`src/hdl/lhf_map.vh`:
```
`ifndef LHF_MAP_VH
`define LHF_MAP_VH
// ----------------------------------------
// Poll counter
// ----------------------------------------
`define LHF_CNT_W        13
`define LHF_POLL_COUNT   13'h1000
// ----------------------------------------
// Clock source codes on the source mux
// ----------------------------------------
`define LHF_SRC_OSC      2'h0
`define LHF_SRC_SEC      2'h1
`define LHF_SRC_PLL      2'h2
// ----------------------------------------
// Reset values
// ----------------------------------------
`define LHF_RST_FLAG     1'h0
`define LHF_RST_IRQ      1'h0
`define LHF_RST_SEL      2'h0
`endif

```
`src/hdl/lhf_sel_sync.v`:
```
`timescale 1ns/1ns
`include "lhf_map.vh"
// ----------------------------------------
// Glitch-free select handover
// ----------------------------------------
// The active select changes in the same cycle that the old source is parked:
// the new code is held one cycle with every source disabled, so a
// downstream clock gate never sees a truncated phase.
module lhf_sel_sync (
    input  wire       clk,      // System clock
    input  wire       nrst,     // Sync reset, active low
    input  wire [1:0] sel_req,  // Requested source code
    output reg  [1:0] sel_q,    // Source code in effect
    output reg        gate_q    // High while selected source may run
);
    // Park for one cycle on every change of request
    always @(posedge clk) begin
        if (!nrst) begin
            sel_q  <= `LHF_RST_SEL;
            gate_q <= 1'b0;
        end else if (sel_req != sel_q) begin
            sel_q  <= sel_req;
            gate_q <= 1'b0;
        end else begin
            gate_q <= 1'b1;
        end
    end
endmodule

```
`src/hdl/lhf_clock_fallback.v`:
```
`timescale 1ns/1ns
`include "lhf_map.vh"
module lhf_clock_fallback (
    input  wire       clk,                       // System clock, 100 MHz
    input  wire       nrst,                      // Sync reset, active low
    input  wire       slow_tick,                 // Slow reference clock enable pulse
    input  wire       ext_clk_ok,                // Monitor: external clock present
    input  wire       clk_missing,               // Monitor: external clock lost
    input  wire       pll_power_on,              // Programmed PLL power
    input  wire       bus_clk_pll_select,        // Programmed bus PLL select
    input  wire       bus_clk_secondary_select,  // Programmed secondary select
    input  wire       module_clk_select,         // Programmed module select
    input  wire       clk_monitor_enable,        // Programmed monitor enable
    input  wire       forced_clk_monitor_enable, // Programmed forced monitor enable
    input  wire       can_clk_select,            // Programmed CAN clock select
    input  wire       fallback_irq_enable,       // Interrupt enable
    input  wire       fallback_irq_clear,        // Software clear pulse
    output reg        fallback_mode_flag,        // Status flag
    output reg        fallback_irq_flag,         // Sticky irq flag
    output reg        fallback_irq_req,          // Interrupt request
    output reg        pll_power_on_eff,          // PLL power in effect
    output reg        bus_pll_sel_eff,           // Bus PLL select in effect
    output reg        module_sel_eff,            // Module select in effect
    output reg        monitor_en_eff,            // Monitor enable in effect
    output reg        can_clk_sel_eff,           // CAN select, untouched
    output reg  [1:0] sys_src_q,                 // System clock source
    output reg        sys_gate_q,                // System clock gate
    output reg  [1:0] slow_src_q,                // Slow ref/debug source
    output reg  [1:0] mod_src_q,                 // Module clock source
    output reg  [1:0] ebus_src_q,                // External bus clock source
    output reg        poll_q                     // One-cycle poll strobe
);

    // ----------------------------------------
    // Input synchronisers
    // ----------------------------------------
    reg  [2:0] s1_q;
    reg  [2:0] s2_q;
    reg        tick_prev_q;
    wire       tick_rise;
    wire       ok_s;
    wire       miss_s;

    // Monitor and tick come from other domains
    // Only second stage is read: a metastable
    // first stage never reaches counter or mode
    always @(posedge clk) begin
        if (!nrst) begin
            s1_q        <= 3'h0;
            s2_q        <= 3'h0;
            tick_prev_q <= 1'b0;
        end else begin
            s1_q        <= {slow_tick, ext_clk_ok, clk_missing};
            s2_q        <= s1_q;
            tick_prev_q <= s2_q[2];
        end
    end
    assign tick_rise = s2_q[2] & ~tick_prev_q;
    assign ok_s      = s2_q[1];
    assign miss_s    = s2_q[0];

    // ----------------------------------------
    // Free-running poll counter
    // ----------------------------------------
    reg  [`LHF_CNT_W-1:0] cnt_q;
    wire                  poll_hit;

    // Wraps every 8192 ticks, so the monitor is checked once per wrap
    always @(posedge clk) begin
        if (!nrst)
            cnt_q <= {`LHF_CNT_W{1'b0}};
        else if (tick_rise)
            cnt_q <= cnt_q + 13'h1;
    end
    assign poll_hit = tick_rise && (cnt_q == (`LHF_POLL_COUNT - 13'h1));

    // ----------------------------------------
    // Fallback state and flags
    // ----------------------------------------
    reg  mode_d;
    reg  irq_d;

    // Entry on loss is immediate; exit waits for a poll
    always @* begin
        mode_d = fallback_mode_flag;
        if (!fallback_mode_flag && miss_s)
            mode_d = 1'b1;
        else if (fallback_mode_flag && poll_hit && ok_s)
            mode_d = 1'b0;
        irq_d = fallback_irq_flag;
        if (fallback_irq_clear)
            irq_d = 1'b0;
        if (mode_d != fallback_mode_flag)
            irq_d = 1'b1;
    end

    always @(posedge clk) begin
        if (!nrst) begin
            fallback_mode_flag <= `LHF_RST_FLAG;
            fallback_irq_flag  <= `LHF_RST_IRQ;
            fallback_irq_req   <= 1'b0;
        end else begin
            fallback_mode_flag <= mode_d;
            fallback_irq_flag  <= irq_d;
            fallback_irq_req   <= irq_d & fallback_irq_enable;
        end
    end

    // ----------------------------------------
    // Poll strobe
    // ----------------------------------------
    // Registered poll, one cycle late; exit lines up with it
    always @(posedge clk) begin
        if (!nrst)
            poll_q <= 1'b0;
        else
            poll_q <= poll_hit;
    end

    // ----------------------------------------
    // Forced controls
    // ----------------------------------------
    // Forcing ends as soon as the flag drops, restoring programmed bits
    // CAN select only re-timed, never forced
    always @(posedge clk) begin
        if (!nrst) begin
            pll_power_on_eff <= 1'b0;
            bus_pll_sel_eff  <= 1'b0;
            module_sel_eff   <= 1'b0;
            monitor_en_eff   <= 1'b0;
            can_clk_sel_eff  <= 1'b0;
        end else begin
            pll_power_on_eff <= mode_d | pll_power_on;
            bus_pll_sel_eff  <= mode_d | bus_clk_pll_select;
            module_sel_eff   <= ~mode_d & module_clk_select;
            monitor_en_eff   <= mode_d | clk_monitor_enable
                                | forced_clk_monitor_enable;
            can_clk_sel_eff  <= can_clk_select;
        end
    end

    // ----------------------------------------
    // Source selection
    // ----------------------------------------
    function [1:0] bus_src;
        input pll_sel;
        input sec_sel;
        begin
            if (pll_sel)
                bus_src = `LHF_SRC_PLL;
            else if (sec_sel)
                bus_src = `LHF_SRC_SEC;
            else
                bus_src = `LHF_SRC_OSC;
        end
    endfunction

    // Fallback overrides a derived source with the PLL
    function [1:0] fb_src;
        input       fb;
        input [1:0] alt;
        begin
            if (fb)
                fb_src = `LHF_SRC_PLL;
            else
                fb_src = alt;
        end
    endfunction

    wire [1:0] sys_req;
    wire [1:0] sys_sel;
    wire       sys_gate;

    assign sys_req = bus_src(mode_d | bus_clk_pll_select, bus_clk_secondary_select);

    lhf_sel_sync u_sys_sel (
        .clk     (clk),
        .nrst    (nrst),
        .sel_req (sys_req),
        .sel_q   (sys_sel),
        .gate_q  (sys_gate)
    );

    // System select, parked by the handover stage in the same cycle it moves
    always @(posedge clk) begin
        if (!nrst) begin
            sys_src_q  <= `LHF_RST_SEL;
            sys_gate_q <= 1'b0;
        end else begin
            sys_src_q  <= sys_sel;
            sys_gate_q <= sys_gate;
        end
    end

    // ----------------------------------------
    // Derived clock sources
    // ----------------------------------------
    // Follow the PLL while in fallback; not parked here,
    // so each downstream gate must hold across a switch
    always @(posedge clk) begin
        if (!nrst) begin
            slow_src_q <= `LHF_RST_SEL;
            mod_src_q  <= `LHF_RST_SEL;
            ebus_src_q <= `LHF_RST_SEL;
        end else begin
            slow_src_q <= fb_src(fallback_mode_flag, `LHF_SRC_OSC);
            mod_src_q  <= fb_src(fallback_mode_flag | module_clk_select,
                                 `LHF_SRC_OSC);
            ebus_src_q <= fb_src(fallback_mode_flag, sys_sel);
        end
    end
endmodule

```
`config.mk`:
```
export PLATFORM = sky130hd
export DESIGN_NAME = lhf_clock_fallback
export DESIGN_NICKNAME = d
export VERILOG_FILES = /design/src/hdl/lhf_sel_sync.v /design/src/hdl/lhf_clock_fallback.v
export VERILOG_INCLUDE_DIRS = /design/src /design/src/hdl
export SDC_FILE = /design/constraint.sdc
export NUM_CORES = 1
export LEC_CHECK = 0
export ABC_AREA = 1
export ABC_CLOCK_PERIOD_IN_PS = 1580
export BUFFER_PORTS_ARGS = -buffer_cell sky130_fd_sc_hd__buf_4
export CORE_UTILIZATION = 29
export CTS_CLUSTER_DIAMETER = 150
export DETAILED_ROUTE_END_ITERATION = 8
export GPL_ROUTABILITY_DRIVEN = 0
export GPL_TIMING_DRIVEN = 0
export PLACE_DENSITY = 0.48
export SLEW_MARGIN = 20
export SYNTH_ARGS = -nofsm -noshare
export SYNTH_HDL_FRONTEND = slang
export SYNTH_SLANG_ARGS = --single-unit
export TNS_END_PERCENT = 5
```
`constraint.sdc`:
```
create_clock -name clk -period 1.58 [get_ports clk]
set_input_delay 0.316 -clock clk [delete_from_list [all_inputs] [get_ports clk]]
set_output_delay 0.316 -clock clk [all_outputs]
set_load 0.01 [all_outputs]
```
==> key figures <==
Drt
  • DR vias: 1151
  • Post-DRT Antenna Nets: 0
  • Drt pass-1 iters: 4
  • Residual DRC: 0
  • Starting DRC count in detailed routing: 29
  • Routed length per instance: 8.84 um
  • Via-to-Cell Ratio: 3.98
  • Drt total wl: 2560 um

Timing
  • Setup TNS: 0 ns
  • Pins over their slew limit: 0
  • Worst hold margin: 0.203 ns
  • Final setup viols: 0
  • RSZ-0062 raised after global routing: no
  • Fin crit share: 88.5%
  • Minimum clock period: 1.40 ns
  • Final hold violations: 0
  • Post-Route Skew: 0.00593 ns
  • Achievable Freq: 715 MHz

Setup path
  • Type of destination of the critical path: flip-flop
  • Critical Path Max Stage Delay: 0.35 ns
  • WP buf/inv: 1
  • R2r worst-path depth: 11
  • Critical path cell sequence: ha_1, nand2_1, inv_2, nand2_2, nor2_4, nand3_4, nand2_4, nand2_1, nand2_1, nand3_1, nor2_1
  • Reg2reg start: cnt_q[0]
  • Critical path depth: 11
  • Crit Path Class: reg -> reg
  • R2R Path End: u_sys_sel.gate_q
  • CP most frequent cell: nand2_1
  • Slowest cell on crit path: dfxtp_2
  • Flop-to-flop setup slack: 0.18 ns
  • Critical path required time: 1.81 ns
  • Startpoint type of the worst setup path: flip-flop
  • Max FO, Critical Path: 9
  • Arr. time, crit path: 1.63 ns
  • CP top delay family: simple AND/OR/NAND/NOR gates

Synthesis
  • Sequential area share after synthesis: 53.0%
  • Syn avg cell area: 7.96 um^2
  • Syn Inst Count: 185
  • Cell Area, Synth: 0.00147 mm^2
  • Yosys reg bits: 39
  • Yosys warns: 0
  • Netlist cell types: 26
  • Synth area leaders: dfxtp_1, nand2_1, inv_1
  • Yosys top cell by area: dfxtp_1
  • Synth top area share: 53.0%

GRT
  • Initial antenna violation count: 0
  • Total track usage: 10.7%
  • Vias in the first global route: 961
  • Grt ovf: 0
  • Largest net degree at the start of global routing: 13
  • First-pass GRT wire length: 4260 um

Placement
  • Detailed placement HPWL: 1870 um
  • Port Buffers: 28
  • Cell Area, Placed: 0.00177 mm^2

Clocking
  • Max Buffers Root-to-Sink: 2
  • CTS root buf: clkbuf_8
  • H-tree levels: 2
  • Clock latency reported for the late side of the worst-skew pair: 0.29 ns
  • CTS Sinks: 39
  • Clock-pin slew on the worst setup and hold paths: 0.08 ns
  • TritonCTS clock tree: yes
  • Num CTS Buffers: 5
  • CTS Hold Bufs: 0

Power and ir drop
  • Lkg Pwr: 0.896 nW
  • Peak VDD IR: 0.366 mV
  • Pwr/cell area: 987 mW/mm^2

Floorplanning
  • Num rows: 25
  • Width of the die: 73.3 um
  • Die Area: 0.00537 mm^2
  • Die Span Y: 73.3 um
  • Core area: 0.00482 mm^2
  • Initial Util: 30.6%
  • IO Pins: 32

Finish
  • Final Cell Area: 0.00186 mm^2
  • Nets: 236
  • Share of layout cells above drive strength 1: 24.8%
  • Fillers: 539
  • Area used by multi-input combinational logic: 529 um^2
  • Synth-to-layout area growth: 26.3%
  • Inserted Diodes: 0
  • FF/Latch Area: 782 um^2

Worst hold path
  • Startpoint of the worst hold path: clk_missing
  • Worst Hold Path EP: s1_q[0]
  • Hold path cells: 3
  • HP Class: in -> reg

Outcome
  • Status: complete, no violations

Flow run
  • Max-Cap Viols: 0
[cell type report]
type	count	area share, %
multi-input combinational	104	28.5
timing repair buffer	28	11.3
inverter	37	7.47
buffer	6	1.62
clock buffer	6	3.90
sequential	39	42.1
tap	67	4.51
clock inverter	2	0.673
[layout by cell type (no fill, tap or decap)]
cell and instances:
a21oi_1 12, a31oi_1 2, buf_4 30, clkbuf_1 5, clkbuf_8 5, clkinv_2 1, clkinvlp_4 1, conb_1 2
dfxtp_1 38, dfxtp_2 1, ha_1 1, inv_1 32, inv_2 5, nand2_1 40, nand2_2 2, nand2_4 1
nand3_1 3, nand3_2 1, nand3_4 1, nand4_1 5, nor2_1 14, nor2_2 3, nor2_4 3, nor3b_1 1
o21a_1 2, o21ai_0 4, o21ai_1 4, o22ai_1 1, or2_2 1, xnor2_1 1
[where the power goes]
| group | internal, W | switching [W] | leakage [nW] |
|---|---|---|---|
| Sequential | 0.00102 | 0.0000150 | 0.320 |
| Clock | 0.000308 | 0.000344 | 0.0412 |
| Combinational | 0.0000734 | 0.0000754 | 0.535 |
[worst max path at each step]
stage	from	endpoint	slack, ns
after floorplan	cnt_q[0]	u_sys_sel.gate_q	0.29
after global placement	cnt_q[0]	u_sys_sel.gate_q	0.14
after detailed placement	nrst	cnt_q[1]	0.14
after CTS	cnt_q[0]	u_sys_sel.gate_q	0.13
after global routing	cnt_q[1]	u_sys_sel.gate_q	0.02
final	cnt_q[0]	u_sys_sel.gate_q	0.18
[layer usage]
metal,GRT usage [%],wire length (um)
met1,13.9,1290
met3,3.02,109
met4,6.54,68
met2,15.5,1090
met5,0,0
[timing repair]
item / CTS / global route
setup buffers: 0 / 0
setup endpoints to repair: 0 / 2
gates resized for setup: 0 / 2
[stage by stage]
| stage | worst slack, ns | total power [W] | std cells | utilization, % |
|---|---|---|---|---|
| floorplan | 0.291 | 0.00114 | 186 | - |
| global placement | 0.141 | 0.00121 | 281 | 36.8 |
| detailed placement | 0.142 | 0.00121 | 281 | 36.8 |
| CTS | 0.126 | 0.00187 | 289 | 38.5 |
| global route | 0.0186 | 0.00192 | 289 | 38.6 |
| finish | 0.182 | 0.00183 | 289 | 38.6 |
[state kept, by name, summed over array words and instances, names as in the netlist]
name / flops
tick_prev_q: 1
cnt_q: 13
sys_src_q: 2
can_clk_sel_eff: 1
ebus_src_q: 2
fallback_irq_req: 1
sys_gate_q: 1
s1_q: 3
slow_src_q: 1
s2_q: 3
u_sys_sel.sel_q: 2
monitor_en_eff: 1
mod_src_q: 1
fallback_irq_flag: 1
fallback_mode_flag: 1
poll_q: 1
u_sys_sel.gate_q: 1
pll_power_on_eff: 1
bus_pll_sel_eff: 1
module_sel_eff: 1
[cell families (layout without fill, tap and decap cells)]
group           count (synthesis)  after routing  share of synthesized area (%)
other cells                     1              2                          0.255
simple gates                   75             75                           24.7
buf+inv                        43             79                           11.5
flops                          39             39                           53.0
compound gates                 25             25                           9.09
xor+xnor                        1              1                          0.595
fa+ha+maj                       1              1                          0.849
[worst reg2reg max path: cells and delay by family, from the launching register on]
family	cells	cell delay, ns
flops	1	0.35
buf+inv	1	0.06
simple gates	9	0.77
fa+ha+maj	1	0.17
[synthesized netlist by cell type, drive strengths merged]
cell    instances
nand2          43
dfxtp          39
inv            37
nor2           20
a21oi          12
o21ai           8
nand3           5
nand4           5
clkbuf          4
a31oi           2
buf             2
o21a            2
conb            1
ha              1
nor3b           1
o22ai           1
or2             1
xnor2           1
No activity file was read; power rests on OpenSTA's default activity.
